`src/hdl/sir_defs.vh`:
```
// Register offsets, field positions and reset values of the interrupt router.
`ifndef SIR_DEFS_VH
`define SIR_DEFS_VH

// Register offsets on the device register port.
`define SIR_ADDR_ENABLE 8'h2d
`define SIR_ADDR_ROUTING 8'h2e
`define SIR_ADDR_SYSMODE 8'h0b

// Reset values of the two registers.
`define SIR_ENABLE_RESET 8'h00
`define SIR_ROUTING_RESET 8'h00

// Bit positions shared by the enable and routing registers.
`define SIR_BIT_ASLP 7
`define SIR_BIT_FIFO 6
`define SIR_BIT_TRANS 5
`define SIR_BIT_ORIENT 4
`define SIR_BIT_PULSE 3
`define SIR_BIT_FFMT 2
`define SIR_BIT_AVECM 1
`define SIR_BIT_DRDY 0

// Number of acceleration-side sources.
`define SIR_SOURCES 8

// Routing bit values and pin control values.
`define SIR_ROUTE_SECOND 1'b0
`define SIR_ROUTE_FIRST 1'b1
`define SIR_POL_LOW 1'b0
`define SIR_DRIVE_PUSHPULL 1'b0

// Value read back from an address this block does not own.
`define SIR_READ_NONE 8'h00

`endif

```
`src/hdl/sir_router.v`:
```
// Interrupt enable, routing and pin logic of the motion-sensor device.
`timescale 1ns/100ps
`default_nettype none
`include "sir_defs.vh"


module sir_router
(
  input wire clk,
  input wire reset_n,
  // Register port of the device, driven by the serial bus decoder.
  input wire [7:0] regAddr,
  input wire regWrite,
  input wire [7:0] regWriteData,
  input wire regRead,
  output reg [7:0] regReadData,
  // Event flags of the functional blocks below auto-sleep, bits 6 to 0.
  input wire [6:0] sourceFlags,
  // Current system mode: high while the device is in sleep mode.
  input wire sleepMode,
  // Magnetic interrupts, already enabled and routed elsewhere.
  input wire magToFirst,
  input wire magToSecond,
  // Pin controls from the neighbouring interrupt control register.
  input wire polarityHigh,
  input wire pinDriveKind,
  // Sticky auto-sleep/wake event flag, for the source status register.
  output reg sleepEventFlag,
  // Enabled flags, for the source status logic.
  output reg [7:0] enabledFlags,
  // The two interrupt pins as output and output enable.
  output wire eventPinFirst,
  output wire eventPinFirstEnable,
  output wire eventPinSecond,
  output wire eventPinSecondEnable
);

  // Software-visible registers.
  reg [7:0] interruptEnable;
  reg [7:0] interruptRouting;

  // Previous sleep state and a mark that it has been sampled once.
  reg sleepModeLast;
  reg sleepPrimed;

  // All eight raw flags, auto-sleep flag on top.
  wire [7:0] rawFlags;

  // Enabled flags, combinational.
  wire [7:0] next_enabledFlags;

  // Per-source contribution to each pin.
  wire [7:0] toFirst;
  wire [7:0] toSecond;

  // Combined requests for each pin.
  wire firstActive;
  wire secondActive;

  // Decoded register accesses and the sleep-mode change.
  wire writeEnable;
  wire writeRouting;
  wire readSysMode;
  wire sleepChange;

  assign writeEnable = regWrite && (regAddr == `SIR_ADDR_ENABLE);
  assign writeRouting = regWrite && (regAddr == `SIR_ADDR_ROUTING);
  assign readSysMode = regRead && (regAddr == `SIR_ADDR_SYSMODE);

  // A change is only believed once the mode has been sampled after reset,
  // otherwise waking up in sleep mode would look like a transition.
  assign sleepChange = sleepPrimed && (sleepMode != sleepModeLast);

  // Both registers take a write in the cycle of the strobe.
  // Writes to other addresses belong to other blocks and are ignored here.
  always @(posedge clk or negedge reset_n)
  begin
    if (!reset_n)
    begin
      interruptEnable <= `SIR_ENABLE_RESET;
      interruptRouting <= `SIR_ROUTING_RESET;
    end
    else
    begin
      if (writeEnable)
      begin
        interruptEnable <= regWriteData;
      end
      if (writeRouting)
      begin
        interruptRouting <= regWriteData;
      end
    end
  end

  // Read data is registered and follows the read strobe by one cycle.
  // Addresses outside this block read as zero from here; the bus merges them.
  always @(posedge clk or negedge reset_n)
  begin
    if (!reset_n)
    begin
      regReadData <= `SIR_READ_NONE;
    end
    else if (regRead)
    begin
      case (regAddr)
        `SIR_ADDR_ENABLE:
        begin
          regReadData <= interruptEnable;
        end
        `SIR_ADDR_ROUTING:
        begin
          regReadData <= interruptRouting;
        end
        default:
        begin
          regReadData <= `SIR_READ_NONE;
        end
      endcase
    end
  end

  // Track the system mode to see each move between active and sleep.
  // The sample mark is set on the first edge after reset release.
  always @(posedge clk or negedge reset_n)
  begin
    if (!reset_n)
    begin
      sleepModeLast <= 1'b0;
      sleepPrimed <= 1'b0;
    end
    else
    begin
      sleepModeLast <= sleepMode;
      sleepPrimed <= 1'b1;
    end
  end

  // The auto-sleep/wake flag is sticky until the host reads the mode register.
  // A transition in the very cycle of that read wins, so no event is lost.
  always @(posedge clk or negedge reset_n)
  begin
    if (!reset_n)
    begin
      sleepEventFlag <= 1'b0;
    end
    else if (sleepChange)
    begin
      sleepEventFlag <= 1'b1;
    end
    else if (readSysMode)
    begin
      sleepEventFlag <= 1'b0;
    end
  end

  // The flag is raised whatever its enable bit says, so it is gated here
  // like every other source rather than at the point where it is set.
  assign rawFlags = {sleepEventFlag, sourceFlags};

  // Per-source gating and steering, one slice per bit.
  genvar i;
  generate
    for (i = 0; i < `SIR_SOURCES; i = i + 1)
    begin : gSource
      // A cleared enable bit keeps the flag away from both pins.
      assign next_enabledFlags[i] = rawFlags[i] & interruptEnable[i];
      // Routing bit one selects the first pin.
      assign toFirst[i] = next_enabledFlags[i] &
        (interruptRouting[i] == `SIR_ROUTE_FIRST);
      // Routing bit zero selects the second pin.
      assign toSecond[i] = next_enabledFlags[i] &
        (interruptRouting[i] == `SIR_ROUTE_SECOND);
    end
  endgenerate

  // Each pin is the OR of its steered sources and the magnetic requests.
  // The pin follows the flags as levels, so it holds while any one is set
  // and falls once each has been cleared at its own source or by its enable bit.
  assign firstActive = (|toFirst) | magToFirst;
  assign secondActive = (|toSecond) | magToSecond;

  // The pin alone cannot name its source, so the gated flags are offered
  // to the source status register that the host reads after an interrupt.
  always @(posedge clk or negedge reset_n)
  begin
    if (!reset_n)
    begin
      enabledFlags <= 8'h00;
    end
    else
    begin
      enabledFlags <= next_enabledFlags;
    end
  end

  // Output stage of the first interrupt pin.
  sir_pin_driver uFirstPin
  (
    .clk(clk),
    .reset_n(reset_n),
    .pinActive(firstActive),
    .polarityHigh(polarityHigh),
    .pinDriveKind(pinDriveKind),
    .pinOut(eventPinFirst),
    .pinOutEnable(eventPinFirstEnable)
  );

  // Output stage of the second interrupt pin.
  sir_pin_driver uSecondPin
  (
    .clk(clk),
    .reset_n(reset_n),
    .pinActive(secondActive),
    .polarityHigh(polarityHigh),
    .pinDriveKind(pinDriveKind),
    .pinOut(eventPinSecond),
    .pinOutEnable(eventPinSecondEnable)
  );

endmodule // sir_router

`default_nettype wire

```
`src/hdl/sir_pin_driver.v`:
```
// Output stage of one interrupt pin: polarity and drive kind.
`timescale 1ns/100ps
`default_nettype none
`include "sir_defs.vh"

module sir_pin_driver
(
  input wire clk,
  input wire reset_n,
  input wire pinActive,
  input wire polarityHigh,
  input wire pinDriveKind,
  output reg pinOut,
  output reg pinOutEnable
);

  // Electrical level the pin should show for the current request.
  wire pinLevel;

  // Active low is the default, so an idle pin sits high.
  assign pinLevel = (polarityHigh == `SIR_POL_LOW) ? ~pinActive : pinActive;

  // The pin is registered so that glitches of the OR tree never reach the board.
  // Outside reset, open drain only pulls low; a high level is left to the external pull-up.
  always @(posedge clk or negedge reset_n)
  begin
    if (!reset_n)
    begin
      pinOut <= 1'b1;
      pinOutEnable <= 1'b1;
    end
    else
    begin
      pinOut <= pinLevel;
      pinOutEnable <= (pinDriveKind == `SIR_DRIVE_PUSHPULL) | ~pinLevel;
    end
  end

endmodule // sir_pin_driver

`default_nettype wire

```
`config.mk`:
```
export PLATFORM = sky130hd
export DESIGN_NAME = sir_router
export DESIGN_NICKNAME = d
export VERILOG_FILES = /design/src/hdl/sir_router.v /design/src/hdl/sir_pin_driver.v
export VERILOG_INCLUDE_DIRS = /design/src /design/src/hdl
export SDC_FILE = /design/constraint.sdc
export NUM_CORES = 1
export LEC_CHECK = 0
export ABC_AREA = 0
export ABC_CLOCK_PERIOD_IN_PS = 1500
export BUFFER_PORTS_ARGS = -buffer_cell sky130_fd_sc_hd__buf_2
export CAP_MARGIN = 15
export CORE_MARGIN = 4
export CORE_UTILIZATION = 30
export DETAILED_ROUTE_END_ITERATION = 16
export MAX_ROUTING_LAYER = met4
export PLACE_DENSITY_LB_ADDON = 0.05
export SLEW_MARGIN = 15
export SYNTH_ARGS = -nofsm -noshare
export SYNTH_HDL_FRONTEND = slang
export SYNTH_SLANG_ARGS = --single-unit
```
`constraint.sdc`:
```
create_clock -name clk -period 1.5 [get_ports clk]
set_input_delay 0.225 -clock clk [delete_from_list [all_inputs] [get_ports clk]]
set_output_delay 0.225 -clock clk [all_outputs]
set_load 0.05 [all_outputs]
```
Word level (Yosys, flattened, before mapping)
Index checks and enable logic that the tools add are counted.

Reductions and logical operators: 7. Eq/ne operators: 4. Bitwise operators: 41. Mux-type cells: 5.

Operators by type and width (count): $and 1x1->1 (24); $eq 8x6->1 const B (2); $pmux 8 s2 (1); $reduce_or 8->1 (2); $not 1->1 (13); $eq 8x4->1 const B (1); $logic_and 1x1->1 (4); $mux 1 (4); $or 1x1->1 (4); $reduce_bool 2->1 (1); $ne 1x1->1 (1).

Output and inout port bits: 21. Bits of input ports: 32. Bits in registers: 39.

Longest topological paths before layout
Gate-level depths: netlist of run 1.

Word-level depth: 8. Depth in mapped cells: 5.

Modules after synthesis
Synthesis of run 1 repeated with hierarchy kept, for this count alone.

Cells, all modules: 120. Area, all modules: 1647.8 um2.

By module, submodules not included: sir_router (seq. area each 875.8 um2, cells each 112, times used 1, area an instance 1517.7 um2); sir_pin_driver (seq. area each 52.6 um2, cells each 4, times used 2, area an instance 65.1 um2).

Worst setup path before layout of run 1
OpenSTA, ideal clock, no wires.

Kind: input to register. Start point: in regAddr[4]. End point: reg interruptRouting[0]. Arrival: 1.794 ns. Cell stages on the path: 5. Buffers on the path: 1. Setup slack: -0.419 ns. Cells stage by stage: or4b_4 > nor3b_4 > and4_4 > buf_12 > mux2_4.

Cells in the longest elaborated chain, start to end: 2.

Ends and longest elaborated chain: start, declared (line sir_router.v:12) `input wire [7:0] regAddr,`; $eq 8x6->1; $logic_and 1x1->1 (line sir_router.v:67) `` assign writeRouting = regWrite && (regAddr == `SIR_ADDR_ROUTING); ``; end signal, assigned (line sir_router.v:81) `` interruptRouting <= `SIR_ROUTING_RESET; ``; end signal, assigned (line sir_router.v:91) `interruptRouting <= regWriteData;`; end, declared (line sir_router.v:40) `reg [7:0] interruptRouting;`.

No other way between the ends. A chain may end at the register's enable or synchronous reset.

Worst setup path in the final report of run 1
Start point: in regAddr[7]. End point: reg interruptRouting[0].

Same word-level chain as after synthesis.

==> impl_results.md, run 1 <==
- Worst slew pin tran: 0.508 ns
- Cell leakage power: around 1.2 nW
- Vias in the first global route: roughly 1400
- Status: complete, but fails checks
- Area Overhead vs Synth: 35.9%
- Crit path buf inv count: 1
- Pint: between 1.5 and 2 mW
- Reg2Reg Depth: 4
- Tot GR Track Use: 0.128
- Unrepaired setup endpoints after global routing: yes
- Tightest Hold Check Type: input pin to asynchronous set/reset pin
- Initial antenna violation count: 0
- CTS Buf Count: 5
- Violated checks: negative hold slack, negative setup slack
- Placer Congestion: between 0.7 and 0.8
- I/O Pins: 53
- Placed instance count: between 200 and 300
- Antenna Nets Post-Route: 0
- Post-Synthesis Cells: 130
- FF+latch count, synth: 39
- DP HPWL: roughly 3.1 mm
- Crit-path max cell delay: roughly 0.57 ns
- Mean Syn Cell Area: ~13 µm²
- Worst Path Required: about 1.7 ns
- Critical-path top delay cell: or4b_4
- FMAX: around 630 MHz
- GR Overflow Total: 0
- Vias: roughly 1200
- CTS tree: done
- Largest net degree at the start of global routing: 40
- Residual DRC count: 0
- Max Cap Violations: 0
- Worst vdd rail ir drop: 0.340 mV
- Worst path cell trace: buf_6, or4b_4, nor3b_4, and4_4, mux2_4
- CP max FO: 8
- Synth area leader: dfrtp_1
- Antenna diodes: 0
- Layout cells sized above 1: 0.512
- Final Skew: 0.00527 ns
- Vias per cell: 4.58
- Total wire length: 4.08 mm
- Min Hold Slack: -0.0110 ns
- Critical Path Sink Type: register
- Slew Viols, Final: 0
- First-pass GRT wire length: between 6 and 7 mm
- Max_slew headroom: 0.661
- DP Area: about 2100 µm²
- Setup_tns: -0.852 ns
- Die height: between 80 and 90 µm
- Pwr/cell area: about 950 nW/µm²
- Flop2flop setup slack: approximately 0.040 ns
- Gate power share: 0.126
- Seq/Total Area, Yosys: 0.580
- Psw: about 0.54 mW
- Clk sinks: 39
- Sequential Power Share: 0.517
- Die width: approximately 83 µm
- 1st-iter DRT viols: 43
- Clock-pin slew on the worst setup and hold paths: 0.07 ns
- Fin area: between 2000 and 2500 µm²
- Final #Nets: 232
- Critical path depth: 5
- Tmin final: roughly 1.6 ns
- H-Tree Depth: 2
- Mapped Nets: roughly 160
- Yosys Warn Count: 0
- Post-DR wirelength/cell: ~15 µm
- Mapped Area: about 1700 µm²
- Power Total: about 2.2 mW
- Post-synth top area share: 0.518
- RR Endpoint: uFirstPin.pinOutEnable
- Setup violation total in the final timing report: 16
- Die area: between 6000 and 7000 µm²
- Final std cells w/o fill: about 270
- Clock network power share: 0.357
- Synth top area cells: dfrtp_1 (52%), mux2_4 (7.1%), dfstp_2 (6.2%), mux2_2 (5.3%), o22ai_1 (3.7%)
- Drt pass-1 iters: 4
- Switching share of power: 0.249
- CTS root buffer: clkbuf_8
- CTS Hold Bufs: 0
- CP Launch Type: input pin
- CTS Buffer Depth: 2
- Initial core utilization: 0.309
- Fin util: 0.420
- Pre-CTS WS: -0.419 ns
- Crit-path leading delay family: simple AND/OR/NAND/NOR gates
- Critical path startpoint: regAddr[7]
- Core ar.: between 5000 and 6000 µm²
- Port-buffer cells: 52
- Fin crit share: 1.06
- Worst skew pair latency: between 0.2 and 0.3 ns
- Worst Setup EP: interruptRouting[0]
- Final Hold Viols: 8
- Setup ws final: -0.0907 ns
- Critical Path AT: about 1.8 ns
- Setup CP Type: input pin to register
- Std-Cell Rows: 27
- Reg-to-reg startpoint: interruptEnable[1]
- Synth cell types: 32
==> cell usage in the layout (no fill, tap or decap), drive strengths merged, types with 2 or more instances in the layout <==
| cell type | netlist | final |
|---|---|---|
| mux2i | 2 | 2 |
| clkbuf | 1 | 8 |
| o22ai | 10 | 10 |
| inv | 16 | 16 |
| dfrtp | 35 | 35 |
| dfstp | 4 | 4 |
| mux2 | 16 | 16 |
| nand3 | 5 | 5 |
| xor2 | 3 | 3 |
| and4 | 2 | 2 |
| nand2 | 8 | 8 |
| buf | 2 | 66 |
| and2 | 3 | 3 |
| a22oi | 8 | 8 |
==> worst min path at each step <==
stage               cells past startpoint  startpoint             endpoint
floorplan                               0     reset_n      enabledFlags[0]
global route                            2     reset_n  interruptRouting[2]
detailed placement                      2     reset_n       regReadData[4]
CTS                                     2     reset_n       regReadData[5]
finish                                  2     reset_n       regReadData[3]
global placement                        2     reset_n       regReadData[4]
==> registers in the layout, summed over array words and instances, names as in the netlist <==
| register | flops |
|---|---|
| uFirstPin.pinOutEnable | 1 |
| sleepEventFlag | 1 |
| interruptEnable | 8 |
| uSecondPin.pinOut | 1 |
| regReadData | 8 |
| interruptRouting | 8 |
| sleepPrimed | 1 |
| sleepModeLast | 1 |
| uFirstPin.pinOut | 1 |
| uSecondPin.pinOutEnable | 1 |
| enabledFlags | 8 |
==> layer usage <==
metal / track usage / share of wire / vias to the layer above / routed length (µm)
met5: - / 0 / - / 0
met4: 0.0490 / 0.0071 / 0 / 29
met3: 0.0298 / 0.050 / 4 / 202
met2: 0.192 / 0.47 / 37 / 1930
met1: 0.168 / 0.47 / 607 / 1920
li1: - / - / 601 / -
==> cells by family after synthesis <==
group	synth area share
flops	0.580
simple gates	0.110
mux	0.136
other cells	0.00222
buf+inv	0.0540
compound gates	0.101
xor+xnor	0.0155
==> power groups by stage <==
stage	Clock, mW	Sequential, mW	Combinational [mW]
3_5_place_dp	0	1.14	0.267
2_1_floorplan	0	1.21	0.0798
3_3_place_gp	0	1.14	0.264
6_report	0.775	1.12	0.274
4_1_cts	0.802	1.12	0.270
5_1_grt	0.849	1.13	0.298
==> cell type report <==
type	count	area, µm²
fill	558	3180
sequential	39	981
multi-input combinational	72	681
timing repair buffer	66	385
clock buffer	8	100
tap	72	90.1
inverter	16	60.1
==> cell usage after synthesis <==
| library cell | n |
|---|---|
| or4b_4 | 1 |
| conb_1 | 1 |
| mux2i_1 | 2 |
| and4_4 | 1 |
| mux2_2 | 8 |
| nor3b_4 | 1 |
| xor2_1 | 3 |
| a221o_1 | 1 |
| clkbuf_1 | 1 |
| a22oi_1 | 8 |
| and4_1 | 1 |
| a2111oi_2 | 1 |
| buf_4 | 1 |
| o221ai_1 | 1 |
| o22ai_1 | 10 |
| buf_12 | 1 |
| inv_1 | 16 |
| a21o_1 | 1 |
| nand4_1 | 1 |
| nand3b_1 | 1 |
| dfstp_2 | 4 |
| o31ai_1 | 1 |
| nor3_4 | 1 |
| dfrtp_1 | 35 |
| nand3_1 | 5 |
| nand4bb_1 | 1 |
| and2_1 | 3 |
| nor4_1 | 1 |
| and3_1 | 1 |
| mux2_4 | 8 |
| nand2_1 | 8 |
| nor2b_1 | 1 |
==> repair_timing <==
item	CTS	global route
pin swaps	4	5
resized for setup	4	6
endpoints found under the setup margin	16	20
hold endpoints to repair	0	0
setup buffers	2	2
No activity file was read; power rests on OpenSTA's default activity.
==> inputs of run 2 (changes only) <==
SKIP_CTS_REPAIR_TIMING = 1   (was default)
==> impl_results.md, run 2 (synthesis gave the netlist of run 1 again) <==
- I/O Pins: 53 (unchanged)
- Reg-to-reg startpoint: interruptEnable[1]
- CTS Buf Count: 5 (unchanged)
- Post-DR wirelength/cell: 15.0 µm (+0.12%)
- Critical Path AT: 1.77 ns (about the same)
- Layout cells sized above 1: 0.510 (-0.00244)
- Worst vdd rail ir drop: 0.340 mV (+0.20%)
- Core ar.: 5470 µm² (unchanged)
- H-Tree Depth: 2 (unchanged)
- CTS tree: done
- Placer Congestion: 0.708 (unchanged)
- Reg2Reg Depth: 4 (unchanged)
- Cell leakage power: 1.16 nW (-0.49%)
- Worst Path Required: 1.67 ns (about the same)
- Max Cap Violations: 0 (unchanged)
- Leading cell type in the layout, fill and taps excluded: buf_2
- Min Hold Slack: -0.00722 ns (+0.00377 ns)
- Port-buffer cells: 52 (unchanged)
- Gate power share: 0.125 (about the same)
- Area Overhead vs Synth: 35.5%
- Setup_tns: -1.00 ns (-0.151 ns)
- Tot GR Track Use: 0.128 (-0.000429)
- 1st-iter DRT viols: 41 (-4.7%)
- Fin util: 0.419 (-0.00114)
- Clk sinks: 39 (unchanged)
- Status: complete, but fails checks
- Placed instance count: 261 (unchanged)
- Setup CP Type: input pin to register
- Violated checks: negative hold slack, negative setup slack
- Final Skew: 0.00475 ns (-0.000522 ns)
- FMAX: 625 MHz (-0.51%)
- Pwr/cell area: 948 nW/µm² (+0.24%)
- Setup ws final: -0.0989 ns (-0.00813 ns)
- Sequential Power Share: 0.517 (about the same)
- Die area: 6900 µm² (unchanged)
- Pre-CTS WS: -0.419 ns (unchanged)
- DP HPWL: 3.05 mm (unchanged)
- Std-Cell Rows: 27 (unchanged)
- Clock network power share: 0.358 (about the same)
- CTS Buffer Depth: 2 (unchanged)
- Die width: 83.1 µm (unchanged)
- Vias: 1247 (-0.16%)
- Final #Nets: 231 (-0.43%)
- Vias in the first global route: 1376 (-1.1%)
- CP max FO: 8 (unchanged)
- Residual DRC count: 0 (unchanged)
- Slew Viols, Final: 0 (unchanged)
- Initial antenna violation count: 0 (unchanged)
- Psw: 0.541 mW (+0.17%)
- Fin crit share: 1.07 (+0.00542)
- Pint: 1.63 mW (about the same)
- Clock-pin slew on the worst setup and hold paths: 0.07 ns (about the same)
- Max_slew headroom: 0.662 (+0.00137)
- Initial core utilization: 0.309 (unchanged)
- Tightest Hold Check Type: input pin to asynchronous set/reset pin
- CP Launch Type: input pin
- First-pass GRT wire length: 6.80 mm (-0.41%)
- Worst skew pair latency: 0.28 ns (about the same)
- CTS root buffer: clkbuf_8
- Largest net degree at the start of global routing: 40 (unchanged)
- Total wire length: 4.07 mm (-0.25%)
- Setup violation total in the final timing report: 16 (unchanged)
- Final Hold Viols: 11 (+3)
- Critical Path Sink Type: register
- Unrepaired setup endpoints after global routing: yes
- Die height: 83.1 µm (unchanged)
- Worst slew pin tran: 0.506 ns (-0.00205 ns)
- Most frequent cells in the layout: buf_2 (51), dfrtp_1 (35), inv_1 (16), mux2_4 (16), buf_4 (10)
- Tmin final: 1.60 ns (+0.00813 ns)
- Drt pass-1 iters: 4 (unchanged)
- Antenna diodes: 0 (unchanged)
- Antenna Nets Post-Route: 0 (unchanged)
- Final std cells w/o fill: 272 (-0.37%)
- Flop2flop setup slack: 0.04 ns (about the same)
- GR Overflow Total: 0 (unchanged)
- Vias per cell: 4.58 (+0.21%)
- Switching share of power: 0.249 (+0.000494)
- RR Endpoint: uFirstPin.pinOutEnable
==> run 2: cell types whose count changed in the layout (fill, tap and decap cells not counted) <==
cell	change
buf_6	-1
buf_4	-2
buf_8	+1
buf_2	+1
==> run 2: layout make-up <==
cell class	instances	area (µm²)
Timing Repair Buffer	65	379
Tap cell	72	90.1
Sequential cell	39	981
Clock buffer	8	100
Multi-Input combinational cell	72	681
Fill cell	558	3180
Inverter	16	60.1
==> run 2: worst max-delay path by stage <==
stage,startpoint,cells after the start,end
CTS,regAddr[4],5,interruptRouting[0]
detailed placement,regAddr[4],5,interruptRouting[0]
global route,regAddr[6],5,interruptRouting[0]
global placement,regAddr[4],5,interruptRouting[0]
floorplan,regAddr[4],5,interruptRouting[0]
finish,regAddr[6],5,interruptRouting[0]
==> run 2: power by group through the flow <==
stage / Clock, mW / Combinational, mW / Sequential (mW)
after floorplan: 0 / 0.0798 / 1.21
after global placement: 0 / 0.264 / 1.14
after detailed placement: 0 / 0.267 / 1.14
after CTS: 0.802 / 0.267 / 1.12
after global routing: 0.849 / 0.296 / 1.13
final: 0.776 / 0.272 / 1.12
==> run 2: routing by layer <==
metal / track usage / vias to the layer above / share of wire
li1: - / 600 / -
met1: 0.169 / 606 / 0.47
met2: 0.191 / 37 / 0.47
met3: 0.0278 / 4 / 0.045
met4: 0.0490 / 0 / 0.0071
met5: - / - / 0
==> run 2: metrics by stage <==
step,power (mW),cell area (µm²)
2_1_floorplan,1.29,1730
3_3_place_gp,1.41,2120
3_5_place_dp,1.41,2120
4_1_cts,2.19,2220
5_1_grt,2.27,2290
6_report,2.17,2290
==> run 2: worst max-delay path: stages <==
cell and delay [ns]:
buf_6 0.09, or4b_4 0.57, nor3b_4 0.21, and4_4 0.35, mux2_4 0.32
